**src/pkg/sysbus_consts.svh**
```systemverilog
// constants for the system bus pin interface
`ifndef SYSBUS_CONSTS_SVH
`define SYSBUS_CONSTS_SVH

`define SYS_AD_W 32
`define SYS_CMD_W 9
`define SYS_CMD_NARROW_W 5
`define SYS_KINDS 3
`define STRAP_WIDE 1'h1
`define PIN_OFF_N 1'h1
`define PIN_ON_N 1'h0
`define AD_RESET 32'h0000_0000
`define CMD_RESET 9'h000
`define UPPER_CMD_ZERO 4'h0

`endif

```
**src/pkg/sysbus_pkg.sv**
```systemverilog
// types shared by the system bus pin interface
package sysbus_pkg;
  `include "sysbus_consts.svh"

  // what a processor word opens on the bus
  typedef enum logic [1:0] {
    KIND_READ,
    KIND_WRITE,
    KIND_DATA
  } tx_kind_t;

  // one address/data word with its command or identifier
  typedef struct packed {
    logic [`SYS_AD_W-1:0] ad;
    logic [`SYS_CMD_W-1:0] cmd;
  } sys_word_t;

  // who may drive the shared bus
  typedef enum logic [1:0] {
    OWN_BUS,
    HANDING_OFF,
    AGENT_BUS
  } owner_state_t;
endpackage

```
**src/logic/bus_owner_ctl.sv**
```systemverilog
// bus ownership tracker with release and master pin
`timescale 1ns/1ps
`include "sysbus_consts.svh"

module bus_owner_ctl (
  input wire logic clk,
  input wire logic rst,
  input wire logic wide_mode,
  input wire logic agent_req,
  output logic own_r,
  output logic handoff_pin_n_r
);
  sysbus_pkg::owner_state_t state_r;
  sysbus_pkg::owner_state_t state_nxt;
  logic own_nxt;
  logic handoff_pin_n_nxt;

  // the processor owns the bus after reset; one handing-off cycle lets
  // our drivers turn off before the agent may drive
  always_comb begin
    state_nxt = state_r;
    unique case (state_r)
      sysbus_pkg::OWN_BUS: begin
        if (agent_req) begin
          state_nxt = sysbus_pkg::HANDING_OFF;
        end
      end
      sysbus_pkg::HANDING_OFF: begin
        state_nxt = sysbus_pkg::AGENT_BUS;
      end
      sysbus_pkg::AGENT_BUS: begin
        if (!agent_req) begin
          state_nxt = sysbus_pkg::OWN_BUS; // agent stops driving with req
        end
      end
    endcase
  end

  // pin 31 carries release in wide mode, ownership in narrow mode
  always_comb begin
    own_nxt = (state_nxt == sysbus_pkg::OWN_BUS);
    if (wide_mode) begin
      handoff_pin_n_nxt = ~(state_nxt == sysbus_pkg::HANDING_OFF);
    end else begin
      handoff_pin_n_nxt = ~own_nxt;
    end
  end

  // registers
  always_ff @(posedge clk) begin
    if (rst) begin
      state_r <= sysbus_pkg::OWN_BUS;
      own_r <= 1'b1;
      // narrow mode shows ownership from reset on, as we own the bus
      handoff_pin_n_r <= wide_mode ? `PIN_OFF_N : `PIN_ON_N;
    end else begin
      state_r <= state_nxt;
      own_r <= own_nxt;
      handoff_pin_n_r <= handoff_pin_n_nxt;
    end
  end
endmodule

```
**src/logic/sysbus_port.sv**
```systemverilog
// processor side of the shared system address/data and command bus
`timescale 1ns/1ps
`include "sysbus_consts.svh"

module sysbus_port #(
  parameter int AD_W = `SYS_AD_W,
  parameter int CMD_W = `SYS_CMD_W,
  parameter int NARROW_W = `SYS_CMD_NARROW_W
) (
  input wire logic clk,
  input wire logic rst,
  input wire logic compat_select,
  input wire logic agent_valid_n,
  input wire logic agent_bus_request_n,
  input wire logic agent_write_ok_n,
  input wire logic agent_read_ok_n,
  input wire logic [AD_W-1:0] sad_in,
  output logic [AD_W-1:0] sad_out,
  output logic [AD_W-1:0] sad_oe_n,
  input wire logic [CMD_W-1:0] cmd_in,
  output logic [CMD_W-1:0] cmd_out,
  output logic [CMD_W-1:0] cmd_oe_n,
  output logic proc_valid_n,
  output logic proc_release_n,
  input wire logic tx_valid,
  input wire sysbus_pkg::tx_kind_t tx_kind,
  input wire sysbus_pkg::sys_word_t tx_word,
  output logic [`SYS_KINDS-1:0] tx_ready,
  output logic rx_valid,
  output sysbus_pkg::sys_word_t rx_word,
  output logic wide_mode
);
  // the word struct is fixed; other widths cannot be carried
  if (AD_W != `SYS_AD_W || CMD_W != `SYS_CMD_W ||
      NARROW_W >= CMD_W || NARROW_W < 1) begin : g_bad_widths
    $error("sysbus_port: unsupported bus widths");
  end

  logic own_r;
  logic agent_req;
  logic taken;
  logic kind_ok;
  logic wide_mode_r;
  logic mode_now;
  logic [CMD_W-1:0] cmd_oe_rst;
  logic [AD_W-1:0] sad_out_r;
  logic [AD_W-1:0] sad_out_nxt;
  logic [AD_W-1:0] sad_oe_n_r;
  logic [AD_W-1:0] sad_oe_n_nxt;
  logic [CMD_W-1:0] cmd_out_r;
  logic [CMD_W-1:0] cmd_out_nxt;
  logic [CMD_W-1:0] cmd_oe_n_r;
  logic [CMD_W-1:0] cmd_oe_n_nxt;
  logic proc_valid_n_r;
  logic proc_valid_n_nxt;
  logic [`SYS_KINDS-1:0] tx_ready_r;
  logic [`SYS_KINDS-1:0] tx_ready_nxt;
  logic rx_valid_r;
  logic rx_valid_nxt;
  sysbus_pkg::sys_word_t rx_word_r;
  sysbus_pkg::sys_word_t rx_word_nxt;

  // all control pins are active low; the bus request is converted once at the edge
  assign agent_req = ~agent_bus_request_n;

  // strap is caught every reset cycle and frozen at release
  always_ff @(posedge clk) begin
    if (rst) begin
      wide_mode_r <= (compat_select == `STRAP_WIDE);
    end else begin
      wide_mode_r <= wide_mode_r;
    end
  end

  // during reset the strap itself sets the pin levels, so the first
  // cycle after release already shows the right mode
  assign mode_now = rst ? (compat_select == `STRAP_WIDE) : wide_mode_r;

  bus_owner_ctl owner_u (
    .clk(clk),
    .rst(rst),
    .wide_mode(mode_now),
    .agent_req(agent_req),
    .own_r(own_r),
    .handoff_pin_n_r(proc_release_n)
  );

  // a kind is offered only while we own the bus with no request pending
  // and, for writes and wide-mode reads, the agent has said it can take it; ready lags the agent by a cycle
  always_comb begin
    tx_ready_nxt = '0;
    if (own_r && !agent_req) begin
      tx_ready_nxt[sysbus_pkg::KIND_DATA] = 1'b1;
      tx_ready_nxt[sysbus_pkg::KIND_WRITE] = ~agent_write_ok_n;
      // narrow mode read-ready is reserved, so reads are not gated there
      tx_ready_nxt[sysbus_pkg::KIND_READ] =
        wide_mode_r ? ~agent_read_ok_n : 1'b1;
    end
  end

  assign kind_ok = tx_ready_r[tx_kind];
  assign taken = tx_valid && kind_ok;

  // one word per taken request, valid for exactly one cycle
  always_comb begin
    sad_out_nxt = sad_out_r;
    cmd_out_nxt = cmd_out_r;
    proc_valid_n_nxt = `PIN_OFF_N;
    if (taken) begin
      sad_out_nxt = tx_word.ad;
      cmd_out_nxt = tx_word.cmd;
      proc_valid_n_nxt = `PIN_ON_N;
    end
    if (!wide_mode_r) begin
      cmd_out_nxt[CMD_W-1:NARROW_W] = '0;
    end
  end

  // drivers follow ownership; the upper command pins in narrow mode go
  // to no one, so they always drive zero
  always_comb begin
    sad_oe_n_nxt = {AD_W{~own_r}};
    cmd_oe_n_nxt = {CMD_W{~own_r}};
    cmd_oe_rst = '1;
    if (!wide_mode_r) begin
      cmd_oe_n_nxt[CMD_W-1:NARROW_W] = '0;
    end
    // reset already holds the unused pins low, or they float a cycle
    if (!mode_now) begin
      cmd_oe_rst[CMD_W-1:NARROW_W] = '0;
    end
  end

  // capture agent words only while the agent owns the bus
  always_comb begin
    rx_valid_nxt = 1'b0;
    rx_word_nxt = rx_word_r;
    if (!own_r && !agent_valid_n) begin
      rx_valid_nxt = 1'b1;
      rx_word_nxt.ad = sad_in;
      rx_word_nxt.cmd = cmd_in;
      if (!wide_mode_r) begin
        rx_word_nxt.cmd[CMD_W-1:NARROW_W] = '0;
      end
    end
  end

  // pin and user-side registers
  always_ff @(posedge clk) begin
    if (rst) begin
      sad_out_r <= `AD_RESET;
      sad_oe_n_r <= '1;
      cmd_out_r <= `CMD_RESET;
      cmd_oe_n_r <= cmd_oe_rst;
      proc_valid_n_r <= `PIN_OFF_N;
      tx_ready_r <= '0;
      rx_valid_r <= 1'b0;
      rx_word_r <= '0;
    end else begin
      sad_out_r <= sad_out_nxt;
      sad_oe_n_r <= sad_oe_n_nxt;
      cmd_out_r <= cmd_out_nxt;
      cmd_oe_n_r <= cmd_oe_n_nxt;
      proc_valid_n_r <= proc_valid_n_nxt;
      tx_ready_r <= tx_ready_nxt;
      rx_valid_r <= rx_valid_nxt;
      rx_word_r <= rx_word_nxt;
    end
  end

  assign sad_out = sad_out_r;
  assign sad_oe_n = sad_oe_n_r;
  assign cmd_out = cmd_out_r;
  assign cmd_oe_n = cmd_oe_n_r;
  assign proc_valid_n = proc_valid_n_r;
  assign tx_ready = tx_ready_r;
  assign rx_valid = rx_valid_r;
  assign rx_word = rx_word_r;
  assign wide_mode = wide_mode_r;
endmodule

```
**config.mk**
```make
export PLATFORM = sky130hd
export DESIGN_NAME = sysbus_port
export DESIGN_NICKNAME = d
export VERILOG_FILES = /design/src/pkg/sysbus_pkg.sv /design/src/logic/bus_owner_ctl.sv /design/src/logic/sysbus_port.sv
export VERILOG_INCLUDE_DIRS = /design/src /design/src/pkg
export SDC_FILE = /design/constraint.sdc
export NUM_CORES = 1
export LEC_CHECK = 0
export BUFFER_PORTS_ARGS = -buffer_cell sky130_fd_sc_hd__buf_2
export CORE_ASPECT_RATIO = 0.8
export CORE_UTILIZATION = 44
export CTS_CLUSTER_SIZE = 40
export DETAILED_ROUTE_END_ITERATION = 6
export PLACE_DENSITY = 0.82
export SKIP_LAST_GASP = 1
export SLEW_MARGIN = 10
export SYNTH_ARGS = -nofsm -noshare
export SYNTH_HDL_FRONTEND = slang
export SYNTH_HIERARCHICAL = 1
export SYNTH_SLANG_ARGS = --single-unit
```
**constraint.sdc**
```tcl
create_clock -name clk -period 1.55 [get_ports clk]
set_input_delay 0 -clock clk [delete_from_list [all_inputs] [get_ports clk]]
set_output_delay 0 -clock clk [all_outputs]
set_load 0.01 [all_outputs]
```
# Yosys cells after proc, flatten, opt, wreduce, memory -nomap -nowiden
# Index checks and enable logic that the tools add are counted.
[totals] reg_bits=98 in_bits=92
[op_classes] order_cmp=1 n_eq_ne=3 muxes=17 bitwise=7 n_reduce_logical=9
[op_table] op="2-to-1 mux 4 bit" n=3
[op_table] op="2-to-1 mux 9 bit" n=1
[op_table] op="2-to-1 mux 1 bit" n=8
[op_table] op="NOT 1 bit" n=7
[op_table] op="case mux 2 bit (3 select lines)" n=1
[op_table] op="== test 2 x 1 -> 1 bit (second input constant)" n=2
[op_table] op="zero test 2 bit" n=2
[op_table] op="2-to-1 mux 2 bit" n=2
[op_table] op="OR reduction 2 bit" n=2
[op_table] op="logical AND 1 bit" n=3
[op_table] op="less-than comparator 2 x 3 -> 1 bit (second input constant)" n=1
[op_table] op="2-to-1 mux 3 bit" n=1
[op_table] op="binary-select mux 1 bit (select 2 bit)" n=1
[op_table] op="== test 2 bit (second input constant)" n=1
[op_table] op="zero test 1 bit" n=2

# Logic depth before layout (Yosys ltp)
[logic_depth] depth_word=6 mapped_depth=5 mapped_depth_nobuf=5

# By module
# Netlist, hierarchy kept.
[by_module_without_submodules] mod="sysbus_port" instances=1 cells_per_inst=420 area_each_um2=3794.9 seq_area_each_um2=1801.7
[by_module_without_submodules] mod="bus_owner_ctl" instances=1 cells_per_inst=19 area_each_um2=186.4 seq_area_each_um2=80.1

# Least setup slack after synthesis
# Ideal clock, no wire load.
[synth_timing] path_type="reg2reg" start="reg owner_u.state_r[0]" end="reg owner_u.handoff_pin_n_r" setup_ns=0.129 arrival_ns=1.182 required_time_ns=1.421 path_slack_ns=0.240 stages_incl_launch_ff=6 path_buffers=0 period_less_slack_ns=1.310 path_cell_list="dfxtp_1 > inv_1 > ha_1 > and4b_1 > a221oi_2 > a31oi_1"
[synth_via] elab_chain_len=6 elab_cells_between_ends=12 classes_between="eq/ne: 3; mux: 5; bitwise: 2; reduce/logical: 2"
[synth_lines] element="start: declaration" line="bus_owner_ctl.sv:13" source="sysbus_pkg::owner_state_t state_r;"
[synth_lines] element="start signal: assignment" line="bus_owner_ctl.sv:52" source="state_r <= sysbus_pkg::OWN_BUS;"
[synth_lines] element="start signal: assignment" line="bus_owner_ctl.sv:57" source="state_r <= state_nxt;"
[synth_lines] element="== test 2 bit, or another cell as far along" line="bus_owner_ctl.sv:22" source="unique case (state_r)"
[synth_lines] element="case mux 2 bit (3 select lines) *" line="bus_owner_ctl.sv:22"
[synth_lines] element="== test 2 x 1 -> 1 bit or zero test 2 bit (tied branches)" line="bus_owner_ctl.sv:43, bus_owner_ctl.sv:41"
[synth_lines] element="NOT 1 bit, on equally long branches" line="bus_owner_ctl.sv:43, bus_owner_ctl.sv:45"
[synth_lines] element="2-to-1 mux 1 bit *" line="bus_owner_ctl.sv:42" source="if (wide_mode) begin"
[synth_lines] element="2-to-1 mux 1 bit *" line="bus_owner_ctl.sv:51" source="if (rst) begin"
[synth_lines] element="end signal: assignment" line="bus_owner_ctl.sv:55" source="handoff_pin_n_r <= wide_mode ? `PIN_OFF_N : `PIN_ON_N;"
[synth_lines] element="end signal: assignment" line="bus_owner_ctl.sv:59" source="handoff_pin_n_r <= handoff_pin_n_nxt;"
[synth_lines] element="end: declaration" line="bus_owner_ctl.sv:11" source="output logic handoff_pin_n_r"
# Mark *: on every way between the ends. The rest lies on a longest branch, timed or not.
# A chain may end at the register's enable or synchronous reset.

# Worst setup path in the final report
# Same ends and word-level chain as after synthesis.

==> impl_metrics.ini <==
[worst_setup_path]
crit_chain = inv_1, ha_1, and4b_1, a221oi_2, a31oi_1
r2r-start = owner_u/state_r[0]
r2r_cells = 5
rrSetupSlack_ns = 0.15
worstPathMaxFanout = 5
crit_required_ns = 1.75
crit_arrival_ns = 1.60
critPathSlowestCell = dfxtp_2
crit_start = owner_u/state_r[0]
reg2reg_to = owner_u/handoff_pin_n_r
path_class = reg2reg
end_kind = flip-flop
start_kind = flip-flop
max_stage_delay_ns = 0.36

[global_route]
grt-busiest-layer = met2
grt_use_met3_pct = 6.73
grt_pass1_vias = 3751
grt_use_met1_pct = 22.1
grt_max_degree = 63
antenna_found_initial = 0
grtUsageTotal_pct = 23.2
grt_pass1_wl_mm = 17.0
gr-total-overflow = 0
use_met2_pct = 44.1

[clock_tree]
cts_max_path_buffers = 2
cts_buffers = 9
cts_sinks = 94
cts_max_level = 3
cts_tree = built
root_buffer = clkbuf_16
path_clk_slew_ns = 0.06
worstSkewPairLatency_ns = 0.33

[placed_design]
place_ws_ns = 0.113
io_buffers = 221
gp_congestion = 0.777
dp.cells = 714
postPlaceCellArea_um2 = 4900
place_hpwl_mm = 6.76

[route]
ant_nets = 0
first_pass_iters = 4
vias = 3906
drt_wl_total_mm = 11.1
drc = 0
avgViaCountPerCell = 4.79
wl_per_cell_um = 13.6
drt_iter0_drc = 80

[sta]
period_share_pct = 90.1
timing_worst_slew_pin_value_ns = 0.370
max_freq_mhz = 716
setup_tns_ns = 0
finalSetupViolations = 0
hold_slack_ns = 0.0245
rsz0062_at_grt = no
period_needed_ns = 1.40
finClkSkew_ns = 0.00933
max_slew_margin_pct = 75.3
hold_viol = 0
maxSlewViolCount = 0
setup_slack_ns = 0.153

[pwr]
p_per_area_nw_per_um2 = 930
clockPowerShare_pct = 39.4
switchingPower_mw = 1.36
power.share.switching_pct = 24.1
peakVddDrop_uv = 580
power_leakage_nw = 2.78
power.share.sequential_pct = 45.2
p_int_mw = 4.28
p_comb_share_pct = 15.4
power_mw = 5.64

[die]
die_w_um = 108
core_area_um2 = 8630
num_rows = 30
ios = 222
die_h_um = 87.1
start_util_pct = 46.1
dieArea_um2 = 9440

[layout]
areaGrowthSynthToFinish_pct = 52.4
antenna_cells = 0
fin_nets = 793
final-instance-count-excl-fill = 816
final_area_um2 = 6070
drive_above_1_share_pct = 35.5
fillerInstances = 642
utilization_pct = 70.3

[status]
outcome = complete, no violations

[synthesis]
ys_types = 24
yosysSeqAreaShare_pct = 47.3
synth_area_per_cell_um2 = 9.07
synth_seq_cells = 94
synth_nets = 533
syn-cell-area_um2 = 3980
synth_cells = 439
yosys_warnings = 6

[min_path]
min_path_type = in2reg
whs_endpoint = rx_word[38]
min_path_cells = 4
min_from = agent_valid_n

[flow_run]
drv_cap = 0
## registers in the layout, summed over array words and instances (netlist names)
name	cells
proc_valid_n	1
wide_mode	1
rx_valid	1
owner_u/state_r	2
cmd_out	9
cmd_oe_n	2
sad_out	32
rx_word	41
owner_u/own_r	1
tx_ready	3
owner_u/handoff_pin_n_r	1
## cell families after synthesis
family	after synthesis	share of synthesized area, %
adder cells (fa/ha/maj)	2	0.628
AO/OA/AOI/OAI	50	7.07
multiplexers	42	10.6
buffers and inverters	72	12.0
flip-flops	94	47.3
AND/OR/NAND/NOR	179	22.5
## what timing repair did
action,4_1_cts,5_1_grt
setup buffers,0,0
endpoints found under the setup margin,0,1
hold buffers,86,0
hold endpoints to repair,86,0
resized for setup,0,1
## power groups by stage
| stage | logic, mW | clock network, mW | registers [mW] |
|---|---|---|---|
| floorplan | 0.407 | 0 | 2.65 |
| global route | 0.949 | 2.40 | 2.56 |
| global placement | 0.667 | 0 | 2.60 |
| detailed placement | 0.684 | 0 | 2.60 |
| CTS | 0.854 | 2.31 | 2.55 |
| finish | 0.869 | 2.23 | 2.55 |
## placed cells by master, fill, tap and decap left out, drive strengths merged
cell type    netlist  routed
nand3              5       5
and4b              1       1
a221oi             1       1
o21bai             1       1
dlygate4sd3        0      86
inv                6       8
nor2b              3       3
a21oi             43      43
nand4b             1       1
bufinv             0       1
ha                 2       2
o21ai              2       2
nand2             86      86
clkbuf            10      11
a22o               1       1
clkinv             0       2
nor2               4       4
or2                2       2
buf               56     229
a31oi              1       1
mux2i             42      42
a21o               1       1
nand2b            77      77
dfxtp             94      94
## routing by layer
layer,vias up,routed length (µm)
met3,52,597
met2,178,6000
met4,0,518
li1,1888,-
met5,-,0
met1,1788,4010
## layout make-up
type | instances | area (µm²) | area share, %
multi-input combinational | 273 | 1620 | 26.8
inverter | 6 | 22.5 | 0.371
clock inverter | 5 | 65.1 | 1.07
clock buffer | 11 | 243 | 4.00
sequential | 94 | 1880 | 31.0
tap | 112 | 140 | 2.31
timing repair buffer | 315 | 2090 | 34.4
## worst max path at each step
stage / end / slack [ns] / cells after the start
floorplan: owner_u/handoff_pin_n_r / 0.24 / 5
global placement: owner_u/handoff_pin_n_r / 0.20 / 5
detailed placement: owner_u/handoff_pin_n_r / 0.11 / 5
CTS: owner_u/handoff_pin_n_r / 0.1 / 5
global route: owner_u/handoff_pin_n_r / 0.07 / 5
finish: owner_u/handoff_pin_n_r / 0.15 / 5
## synth_stat cells (all sizes together)
library cell,count,area share [%]
nand4b,1,0.22
ha,2,0.63
a21oi,43,5.4
a22o,1,0.22
nand3,5,0.63
a221oi,1,0.38
a31oi,1,0.16
nor2b,3,0.47
clkbuf,10,0.94
nor2,4,0.38
nand2,86,8.1
nand2b,77,12
o21ai,2,0.53
buf,56,10
and4b,1,0.25
mux2i,42,11
dfxtp,94,47
o21bai,1,0.19
a21o,1,0.19
inv,6,0.57
or2,2,0.31
## worst max-delay path, delay by kind of cell (launching register included)
family	cells	cell delay (ns)
AOI/OAI and AO/OA	2	0.34
DFF	1	0.36
buffers and inverters	1	0.05
and+or+nand+nor	1	0.21
adders and majority gates	1	0.31
(Power assumes the default switching activity.)
